## config.mk

```make
export PLATFORM = sky130hd
export DESIGN_NAME = uaf_flow_top
export DESIGN_NICKNAME = d
export VERILOG_FILES = /design/src/core/uaf_pkg.sv /design/src/core/uaf_tx_if.sv /design/src/core/uaf_rx_mem.sv /design/src/core/uaf_tx_shift.sv /design/src/core/uaf_flow_top.sv
export SDC_FILE = /design/constraint.sdc
export NUM_CORES = 1
export LEC_CHECK = 0
export BUFFER_PORTS_ARGS = -buffer_cell sky130_fd_sc_hd__buf_2
export CAP_MARGIN = 20
export CORE_MARGIN = 3
export CORE_UTILIZATION = 45
export CTS_CLUSTER_DIAMETER = 200
export DETAILED_ROUTE_END_ITERATION = 7
export PLACE_DENSITY = 0.65
export SETUP_SLACK_MARGIN = 0.15
export SYNTH_ARGS = -nofsm -noshare
export SYNTH_HDL_FRONTEND = slang
export SYNTH_HIERARCHICAL = 1
export SYNTH_SLANG_ARGS = --single-unit
```

## constraint.sdc

```tcl
create_clock -name clk -period 3.35 [get_ports clk]
set_clock_uncertainty 0.2 [all_clocks]
set_input_delay 0 -clock clk [delete_from_list [all_inputs] [get_ports clk]]
set_output_delay 0 -clock clk [all_outputs]
set_load 0.03 [all_outputs]
```

## src/core/uaf_pkg.sv

```systemverilog
// shared constants for the uart auto flow control block
package uaf_pkg;
  // register offsets (byte addresses)
  localparam logic [7:0] OFF_DATA = 8'h00;
  localparam logic [7:0] OFF_FIFO_CTRL = 8'h04;
  localparam logic [7:0] OFF_MODEM_CTRL = 8'h08;
  localparam logic [7:0] OFF_MODEM_STAT = 8'h0c;
  localparam logic [7:0] OFF_INT_STAT = 8'h10;
  localparam logic [7:0] OFF_INT_MASK = 8'h14;
  localparam logic [7:0] OFF_LINE_STAT = 8'h18;
  localparam logic [7:0] OFF_DIVISOR = 8'h1c;

  // modem control fields
  localparam int MC_DTR = 0;
  localparam int MC_REQ = 1;
  localparam int MC_LOOP = 4;
  localparam int MC_RSVD = 5;
  localparam int MC_AUTO_RTS = 6;
  localparam int MC_AUTO_CTS = 7;

  // fifo control fields
  localparam int FC_TRIG_LO = 6;
  localparam int FC_CTS_IE = 3;

  // modem status fields
  localparam int MS_DELTA_CTS = 0;
  localparam int MS_CTS = 4;

  // interrupt status / mask fields
  localparam int IS_RX_TRIG = 0;
  localparam int IS_TX_DONE = 1;
  localparam int IS_MODEM = 2;
  localparam int IS_OVERRUN = 3;
  localparam int IS_W = 4;

  // line status fields
  localparam int LS_COUNT_LO = 0;
  localparam int LS_TX_FULL = 8;
  localparam int LS_TX_IDLE = 9;

  // reset values
  localparam logic [1:0] RST_TRIG = 2'h0;
  localparam logic [15:0] RST_DIVISOR = 16'h000f;
  localparam logic [IS_W-1:0] RST_INT_MASK = 4'h0;

  // receive fifo geometry
  localparam int FIFO_AW = 4;
  localparam logic [FIFO_AW:0] FIFO_DEPTH = 5'h10;

  // trigger levels and the level below each one
  localparam logic [FIFO_AW:0] TRIG_L0 = 5'h01;
  localparam logic [FIFO_AW:0] TRIG_L1 = 5'h04;
  localparam logic [FIFO_AW:0] TRIG_L2 = 5'h08;
  localparam logic [FIFO_AW:0] TRIG_L3 = 5'h0e;
  localparam logic [FIFO_AW:0] TRIG_NONE = 5'h00;

  // serial frame: start, eight data, stop
  localparam logic [3:0] FRAME_LAST = 4'h9;
endpackage

```

## src/core/uaf_tx_if.sv

```systemverilog
// handshake between the flow control core and the transmit shifter
`timescale 1ns/100ps
interface uaf_tx_if;
  logic valid;
  logic ready;
  logic [7:0] data;
  logic done;
  logic txd;
  modport core (output valid, output data, input ready, input done,
    input txd);
  modport shifter (input valid, input data, output ready, output done,
    output txd);
endinterface

```

## src/core/uaf_rx_mem.sv

```systemverilog
// receive fifo storage with registered, write-first read data
`timescale 1ns/100ps
module uaf_rx_mem
  import uaf_pkg::*;
(
  // clock
  input wire logic clk,
  // write port
  input wire logic we,
  input wire logic [FIFO_AW-1:0] waddr,
  input wire logic [7:0] wdata,
  // read port
  input wire logic [FIFO_AW-1:0] raddr,
  output logic [7:0] rdata
);
  logic [7:0] mem [2**FIFO_AW];
  logic [7:0] next_rdata;

  // bypass so a byte pushed into an empty fifo is visible next cycle
  always_comb begin
    next_rdata = mem[raddr];
    if (we && (waddr == raddr)) begin
      next_rdata = wdata;
    end
  end

  always_ff @(posedge clk) begin
    if (we) begin
      mem[waddr] <= wdata;
    end
    rdata <= next_rdata;
  end
endmodule

```

## src/core/uaf_tx_shift.sv

```systemverilog
// transmit shift register: one 8n1 character per start handshake
`timescale 1ns/100ps
module uaf_tx_shift
  import uaf_pkg::*;
(
  // clock and reset
  input wire logic clk,
  input wire logic rst_n,
  // bit period minus one, in clocks
  input wire logic [15:0] divisor,
  // character handshake
  uaf_tx_if.shifter tx
);
  typedef enum logic {TX_IDLE, TX_SEND} uaf_tx_state_e;
  uaf_tx_state_e state, next_state;
  logic [9:0] shreg, next_shreg;
  logic [3:0] bit_cnt, next_bit_cnt;
  logic [15:0] baud_cnt, next_baud_cnt;
  logic txd, next_txd;
  logic done, next_done;

  assign tx.ready = (state == TX_IDLE);
  assign tx.txd = txd;
  assign tx.done = done;

  always_comb begin
    next_state = state;
    next_shreg = shreg;
    next_bit_cnt = bit_cnt;
    next_baud_cnt = baud_cnt;
    next_txd = txd;
    next_done = 1'b0;
    case (state)
      TX_IDLE: begin
        // line stays marking while nothing may be started
        next_txd = 1'b1;
        if (tx.valid) begin
          next_shreg = {1'b1, tx.data, 1'b0};
          next_txd = 1'b0;
          next_bit_cnt = 4'h0;
          next_baud_cnt = 16'h0000;
          next_state = TX_SEND;
        end
      end
      TX_SEND: begin
        if (baud_cnt >= divisor) begin
          next_baud_cnt = 16'h0000;
          if (bit_cnt == FRAME_LAST) begin
            next_txd = 1'b1;
            next_done = 1'b1;
            next_state = TX_IDLE;
          end else begin
            next_shreg = {1'b1, shreg[9:1]};
            next_txd = shreg[1];
            next_bit_cnt = bit_cnt + 4'h1;
          end
        end else begin
          next_baud_cnt = baud_cnt + 16'h0001;
        end
      end
      default: begin
        next_state = TX_IDLE;
        next_txd = 1'b1;
      end
    endcase
  end

  always_ff @(posedge clk) begin
    if (!rst_n) begin
      state <= TX_IDLE;
      shreg <= 10'h3ff;
      bit_cnt <= 4'h0;
      baud_cnt <= 16'h0000;
      txd <= 1'b1;
      done <= 1'b0;
    end else begin
      state <= next_state;
      shreg <= next_shreg;
      bit_cnt <= next_bit_cnt;
      baud_cnt <= next_baud_cnt;
      txd <= next_txd;
      done <= next_done;
    end
  end
endmodule

```

## src/core/uaf_flow_top.sv

```systemverilog
// uart core with automatic rts/cts flow control and its register file
//
// Function
// - modem control bit 6 enables automatic rts, reset 0.
// - modem control bit 7 enables automatic cts, reset 0.
// - with automatic cts a new character starts only while cts is asserted.
// - the automatic rts decision follows the programmed receive trigger level.
// - with automatic rts, rts goes high once the fifo reaches the trigger.
// - rts goes low again once the fifo falls to the next lower trigger level.
// - one more byte arriving after rts went high is still accepted.
// - without automatic rts and outside loopback, the pin follows the software rts bit.
// - with automatic rts, the driven rts level is copied into the rts bit.
// - with automatic rts, software writes to the rts bit are ignored.
// - modem control bit 1 sources the rts pin and reads 0 in loopback.
// - with automatic cts, while cts is deasserted no new character starts; the current one completes and the line idles at one, then resumes normally.
// - a cts change sets delta cts always, but interrupts under automatic
//   cts only with the cts interrupt enable.
`timescale 1ns/100ps
module uaf_flow_top
  import uaf_pkg::*;
(
  // clock and reset
  input wire logic clk,
  input wire logic rst_n,
  // register port
  input wire logic [7:0] addr,
  input wire logic [31:0] wdata,
  input wire logic wr_en,
  input wire logic rd_en,
  output logic [31:0] rdata,
  // received bytes from the deserializer
  input wire logic rx_valid,
  input wire logic [7:0] rx_data,
  // modem pins, active low
  input wire logic cts_n,
  output logic rts_n,
  output logic dtr_n,
  // serial out and interrupt
  output logic txd,
  output logic irq
);
  uaf_tx_if tx_bus ();

  // cts pin synchroniser; first stage is read only by the second
  logic cts_meta;
  logic cts_sync;
  always_ff @(posedge clk) begin
    if (!rst_n) begin
      cts_meta <= 1'b1;
      cts_sync <= 1'b1;
    end else begin
      cts_meta <= cts_n;
      cts_sync <= cts_meta;
    end
  end

  // control and status state
  logic dtr_bit, next_dtr_bit;
  logic req_bit, next_req_bit;
  logic loop_bit, next_loop_bit;
  logic auto_request_enable, next_auto_request_enable;
  logic auto_clear_enable, next_auto_clear_enable;
  logic [1:0] trig_sel, next_trig_sel;
  logic cts_int_en, next_cts_int_en;
  logic [15:0] divisor, next_divisor;
  logic [7:0] tx_hold, next_tx_hold;
  logic tx_full, next_tx_full;
  logic [FIFO_AW-1:0] wr_ptr, next_wr_ptr;
  logic [FIFO_AW-1:0] rd_ptr, next_rd_ptr;
  logic [FIFO_AW:0] count, next_count;
  logic rx_stop, next_rx_stop;
  logic next_rts_n;
  logic next_dtr_n;
  logic cts_prev, next_cts_prev;
  logic delta_cts, next_delta_cts;
  logic [IS_W-1:0] int_stat, next_int_stat;
  logic [IS_W-1:0] int_mask, next_int_mask;
  logic next_irq;
  logic [31:0] next_rdata;

  // combinational helpers
  logic cts_on;
  logic push, pop, tx_start;
  logic [FIFO_AW:0] trig_lvl, prev_lvl;
  logic [IS_W-1:0] events, w1c;
  logic [7:0] mem_q;

  uaf_rx_mem u_mem (
    .clk(clk),
    .we(push),
    .waddr(wr_ptr),
    .wdata(rx_data),
    .raddr(next_rd_ptr),
    .rdata(mem_q)
  );

  uaf_tx_shift u_tx (
    .clk(clk),
    .rst_n(rst_n),
    .divisor(divisor),
    .tx(tx_bus.shifter)
  );

  assign txd = tx_bus.txd;
  assign tx_bus.data = tx_hold;
  assign tx_bus.valid = tx_start;

  always_comb begin
    // in loopback cts is fed from our own rts bit, not the pin
    cts_on = loop_bit ? req_bit : ~cts_sync;
    tx_start = tx_full && (!auto_clear_enable || cts_on);

    case (trig_sel)
      2'h0: begin
        trig_lvl = TRIG_L0;
        prev_lvl = TRIG_NONE;
      end
      2'h1: begin
        trig_lvl = TRIG_L1;
        prev_lvl = TRIG_L0;
      end
      2'h2: begin
        trig_lvl = TRIG_L2;
        prev_lvl = TRIG_L1;
      end
      default: begin
        trig_lvl = TRIG_L3;
        prev_lvl = TRIG_L2;
      end
    endcase

    // full depth stays above the top trigger, leaving room for late bytes
    push = rx_valid && (count != FIFO_DEPTH);
    pop = rd_en && (addr == OFF_DATA) && (count != TRIG_NONE);

    next_dtr_bit = dtr_bit;
    next_req_bit = req_bit;
    next_loop_bit = loop_bit;
    next_auto_request_enable = auto_request_enable;
    next_auto_clear_enable = auto_clear_enable;
    next_trig_sel = trig_sel;
    next_cts_int_en = cts_int_en;
    next_divisor = divisor;
    next_tx_hold = tx_hold;
    next_tx_full = tx_full && !(tx_start && tx_bus.ready);
    next_int_mask = int_mask;
    w1c = '0;

    if (wr_en) begin
      case (addr)
        OFF_DATA: begin
          // a write while the holding byte is pending is dropped
          if (!tx_full) begin
            next_tx_hold = wdata[7:0];
            next_tx_full = 1'b1;
          end
        end
        OFF_FIFO_CTRL: begin
          next_trig_sel = wdata[FC_TRIG_LO+1:FC_TRIG_LO];
          next_cts_int_en = wdata[FC_CTS_IE];
        end
        OFF_MODEM_CTRL: begin
          next_dtr_bit = wdata[MC_DTR];
          next_loop_bit = wdata[MC_LOOP];
          next_auto_request_enable = wdata[MC_AUTO_RTS];
          next_auto_clear_enable = wdata[MC_AUTO_CTS];
          if (!auto_request_enable) begin
            next_req_bit = wdata[MC_REQ];
          end
        end
        OFF_INT_STAT: w1c = wdata[IS_W-1:0];
        OFF_INT_MASK: next_int_mask = wdata[IS_W-1:0];
        OFF_DIVISOR: next_divisor = wdata[15:0];
        default: begin
        end
      endcase
    end

    next_wr_ptr = push ? wr_ptr + 1'b1 : wr_ptr;
    next_rd_ptr = pop ? rd_ptr + 1'b1 : rd_ptr;
    next_count = count;
    if (push && !pop) begin
      next_count = count + 1'b1;
    end else if (pop && !push) begin
      next_count = count - 1'b1;
    end

    // thresholds seen on the new level so the pin moves with the count
    next_rx_stop = rx_stop;
    if (next_count >= trig_lvl) begin
      next_rx_stop = 1'b1;
    end else if (next_count <= prev_lvl) begin
      next_rx_stop = 1'b0;
    end

    if (next_auto_request_enable) begin
      next_req_bit = ~next_rx_stop;
    end
    // loopback forces the external modem outputs inactive
    next_rts_n = next_loop_bit ? 1'b1 : ~next_req_bit;
    next_dtr_n = next_loop_bit ? 1'b1 : ~next_dtr_bit;

    next_cts_prev = cts_on;
    next_delta_cts = delta_cts;
    if (rd_en && (addr == OFF_MODEM_STAT)) begin
      next_delta_cts = 1'b0;
    end
    if (cts_on != cts_prev) begin
      next_delta_cts = 1'b1;
    end

    events = '0;
    events[IS_RX_TRIG] = next_rx_stop && !rx_stop;
    events[IS_TX_DONE] = tx_bus.done;
    events[IS_MODEM] = (cts_on != cts_prev) &&
      (!auto_clear_enable || cts_int_en);
    events[IS_OVERRUN] = rx_valid && !push;
    // a new event wins over a clear in the same cycle
    next_int_stat = (int_stat & ~w1c) | events;
    next_irq = |(next_int_stat & next_int_mask);

    next_rdata = 32'h0000_0000;
    if (rd_en) begin
      case (addr)
        OFF_DATA: next_rdata[7:0] = mem_q;
        OFF_FIFO_CTRL: begin
          next_rdata[FC_TRIG_LO+1:FC_TRIG_LO] = trig_sel;
          next_rdata[FC_CTS_IE] = cts_int_en;
        end
        OFF_MODEM_CTRL: begin
          next_rdata[MC_DTR] = loop_bit ? 1'b0 : dtr_bit;
          next_rdata[MC_REQ] = loop_bit ? 1'b0 : req_bit;
          next_rdata[MC_LOOP] = loop_bit;
          next_rdata[MC_AUTO_RTS] = auto_request_enable;
          next_rdata[MC_AUTO_CTS] = auto_clear_enable;
        end
        OFF_MODEM_STAT: begin
          next_rdata[MS_DELTA_CTS] = delta_cts;
          next_rdata[MS_CTS] = cts_on;
        end
        OFF_INT_STAT: next_rdata[IS_W-1:0] = int_stat;
        OFF_INT_MASK: next_rdata[IS_W-1:0] = int_mask;
        OFF_LINE_STAT: begin
          next_rdata[LS_COUNT_LO+FIFO_AW:LS_COUNT_LO] = count;
          next_rdata[LS_TX_FULL] = tx_full;
          next_rdata[LS_TX_IDLE] = tx_bus.ready;
        end
        OFF_DIVISOR: next_rdata[15:0] = divisor;
        default: next_rdata = 32'h0000_0000;
      endcase
    end
  end

  always_ff @(posedge clk) begin
    if (!rst_n) begin
      dtr_bit <= 1'b0;
      req_bit <= 1'b0;
      loop_bit <= 1'b0;
      auto_request_enable <= 1'b0;
      auto_clear_enable <= 1'b0;
      trig_sel <= RST_TRIG;
      cts_int_en <= 1'b0;
      divisor <= RST_DIVISOR;
      tx_hold <= 8'h00;
      tx_full <= 1'b0;
      wr_ptr <= '0;
      rd_ptr <= '0;
      count <= '0;
      rx_stop <= 1'b0;
      rts_n <= 1'b1;
      dtr_n <= 1'b1;
      cts_prev <= 1'b0;
      delta_cts <= 1'b0;
      int_stat <= '0;
      int_mask <= RST_INT_MASK;
      irq <= 1'b0;
      rdata <= 32'h0000_0000;
    end else begin
      dtr_bit <= next_dtr_bit;
      req_bit <= next_req_bit;
      loop_bit <= next_loop_bit;
      auto_request_enable <= next_auto_request_enable;
      auto_clear_enable <= next_auto_clear_enable;
      trig_sel <= next_trig_sel;
      cts_int_en <= next_cts_int_en;
      divisor <= next_divisor;
      tx_hold <= next_tx_hold;
      tx_full <= next_tx_full;
      wr_ptr <= next_wr_ptr;
      rd_ptr <= next_rd_ptr;
      count <= next_count;
      rx_stop <= next_rx_stop;
      rts_n <= next_rts_n;
      dtr_n <= next_dtr_n;
      cts_prev <= next_cts_prev;
      delta_cts <= next_delta_cts;
      int_stat <= next_int_stat;
      int_mask <= next_int_mask;
      irq <= next_irq;
      rdata <= next_rdata;
    end
  end
endmodule

```

==> impl_metrics.csv <==
group,metric,value,unit
status,status,"finished clean",
power,power.total,6390,uW
route,vias,7402,
timing,tightest_slew,0.797,ns
route,antenna_left,0,
setup_path,rrSetupSlack,0.13,ns
timing,min_period,3.22,ns
timing,max-slew-margin-rel,46.6,%
clocking,root_buffer,"clkbuf_16",
route,wl,24500,um
route,wl_per_cell,18.0,um
synth,synth_fa_ha_area_share,3.44,%
global_routing,grt_start_max_net_pins,32,
timing,setup_viol,0,
synth,synth_enable_flop_cells,128,
synth,synth_top_area_share,35.5,%
final_layout,fin_area,13000,um^2
route,first_pass_iters,6,
synth,synthFlopType,"edfxtp_1",
setup_path,worstPathMaxFanout,4,
clocking,htree_levels,1,
timing,min_period_over_period,96.3,%
floorplan,num_rows,56,
place,portBuffers,57,
synth,muxShareOfSynthArea,9.13,%
global_routing,grt_first_pass_wirelength,38800,um
place,dp_hpwl,16400,um
power,p_leak,0.00478,uW
synth,synth_common_cells,"edfxtp_1 (128), dfxtp_1 (113), nand2_1 (90)",
setup_path,path_class,"register to register",
setup_path,critical-path-max-stage-delay,0.46,ns
final_layout,antenna_cells,0,
floorplan,ioPinCount,90,
route,drc,0,
place,placed_area,11500,um^2
setup_path,startpoint_type,"register",
synth,synth-xor-area-share,1.05,%
route,drt_iter0_markers,480,
synth,synth_top_family_by_area,"simple AND/OR/NAND/NOR gates",
final_layout,fin_nets,1103,
power,vdd_drop_max,0.000493,V
place,place_congestion,0.831,
synth,syn_avg_cell_area,12.3,um^2
timing,fmax,0.310,GHz
synth,yosysUniqueCellTypes,91,
clocking,clk_latency,0.53,ns
timing,fin_hold_ws,0.0720,ns
setup_path,crit_buf_inv,1,
route,vias_per_cell,5.44,
global_routing,grt_pass1_vias,7176,
global_routing,antenna_found_initial,0,
clocking,cts_buffers,26,
synth,synthCells,880,
synth,synth_compound_area_share,11.3,%
synth,yosysWarnings,6,
timing,finalHoldViolations,0,
clocking,clockBufferDepth,3,
floorplan,die_h,161,um
global_routing,grt_overflow,0,
clocking,cts.sinks,241,
setup_path,crit_chain,"inv_2 -> ha_4 -> or4b_4 -> and4_4 -> maj3_2 -> mux2i_4 -> ha_4 -> a21oi_4 -> o2111ai_1 -> a311oi_2 -> nor3b_4 -> o211ai_1",
synth,yosys.area.top_type,"edfxtp_1",
floorplan,core_area,23500,um^2
setup_path,crit_required,3.55,ns
setup_path,cp-end-kind,"register",
flow_run,maxCapViolCount,0,
synth,yosysSeqAreaShare,56.5,%
floorplan,dieArea,25900,um^2
clocking,cts_tree,"built",
setup_path,crit_arrival,3.42,ns
timing,tns,0,ns
clocking,path_clk_slew,0.06,ns
synth,ys_top_cells_by_area,"edfxtp_1 (36%), dfxtp_1 (21%), mux4_2 (3.7%)",
setup_path,crit_family,"simple AND/OR/NAND/NOR gates",
final_layout,drive_above_1_share,21.0,%
timing,grt_setup_unrepaired,"true",
synth,synth.most_common_cell,"edfxtp_1",
synth,synth_area,10800,um^2
setup_path,slowest_stage,"or4b_4",
setup_path,path_common_cell,"ha_4",
worst_hold_path,min_path_type,"primary input to register",
floorplan,initial_core_util,45.9,%
final_layout,synthToLayoutAreaGrowth,20.4,%
synth,synthArstFlopShare,0,%
floorplan,fp.dieW,161,um
synth,synth-simple-area-share,13.8,%
synth,synth-seq-cells,241,
power,p_per_area,491,nW/um^2
global_routing,grt_use_total,18.6,%
timing,slew_violations,0,
## stage by stage
| step | setup WS, ns | cells | util (%) |
|---|---|---|---|
| after floorplan | 0.156 | 895 | - |
| after global placement | 0.0637 | 1254 | 48.7 |
| after detailed placement | -0.00348 | 1254 | 48.7 |
| after CTS | 0.0723 | 1356 | 54.8 |
| after global routing | -0.0418 | 1360 | 55.3 |
| final | 0.125 | 1360 | 55.3 |
## final timing paths
kind	from	end	cells after the start
setup / recovery	count[1]	rts_n	12
hold / removal	wdata[11]	divisor[11]	4
setup reg to reg	count[1]	rts_n	12
hold reg to reg	rd_ptr[3]	register	1
## power by group
group	internal [uW]	switching [uW]	leakage, uW
logic	172	210	0.00229
clock network	1690	1160	0.000421
registers	3140	19.5	0.00207
## logic make-up after synthesis
logic type,count (synthesis)
AOI/OAI and AO/OA,166
xor gates and xnor gates,13
adders and majority gates,30
buffers and inverters,87
DFF,241
muxes,52
other,1
and+or+nand+nor,290
## sequential cells by signal, indices dropped and copies added, names as in the netlist, 2 cells and up, named ones only
name / cells
int_stat: 4
tx_bus.data: 8
rdata: 16
divisor: 16
u_tx/baud_cnt: 16
wr_ptr: 4
int_mask: 4
count: 5
rd_ptr: 4
u_mem/mem: 128
u_tx/shreg: 8
u_tx/bit_cnt: 4
trig_sel: 2
## layout by cell type (no fill, tap or decap), drive strengths merged, types with 32 or more instances in the layout
master and n:
a21oi 45, nor2 68, nand2 90, mux4 32
dfxtp 113, edfxtp 128, buf 104, dlygate4sd3 48
inv 33
## tightest hold or removal path, cell delays in order
cell	delay, ns
dlygate4sd3_1	0.53
buf_2	0.12
nand2_1	0.05
a21oi_1	0.06
## repair_timing
action | 4_1_cts | 5_1_grt
pin swaps | 3 | 6
resized for setup | 4 | 11
cloned | 0 | 0
buffers inserted | 6 | 4
hold buffers | 48 | 0
endpoints found under the setup margin | 5 | 6
endpoints found under the hold margin | 221 | 0
## per-layer routing
metal	up-vias	routed length, um	track usage [%]
li1	3560	-	-
met1	3578	10700	24.8
met2	227	11900	32.3
met3	37	1310	2.72
met4	0	583	4.97
met5	-	0	0
## layout make-up
class / count / area, um^2
Fill cell: 1976 / 10500
Sequential cell: 241 / 6110
Multi-Input combinational cell: 567 / 4380
Timing Repair Buffer: 152 / 1140
Clock buffer: 30 / 676
Tap cell: 319 / 399
Clock inverter: 18 / 190
Inverter: 33 / 124
(Power assumes the default switching activity.)
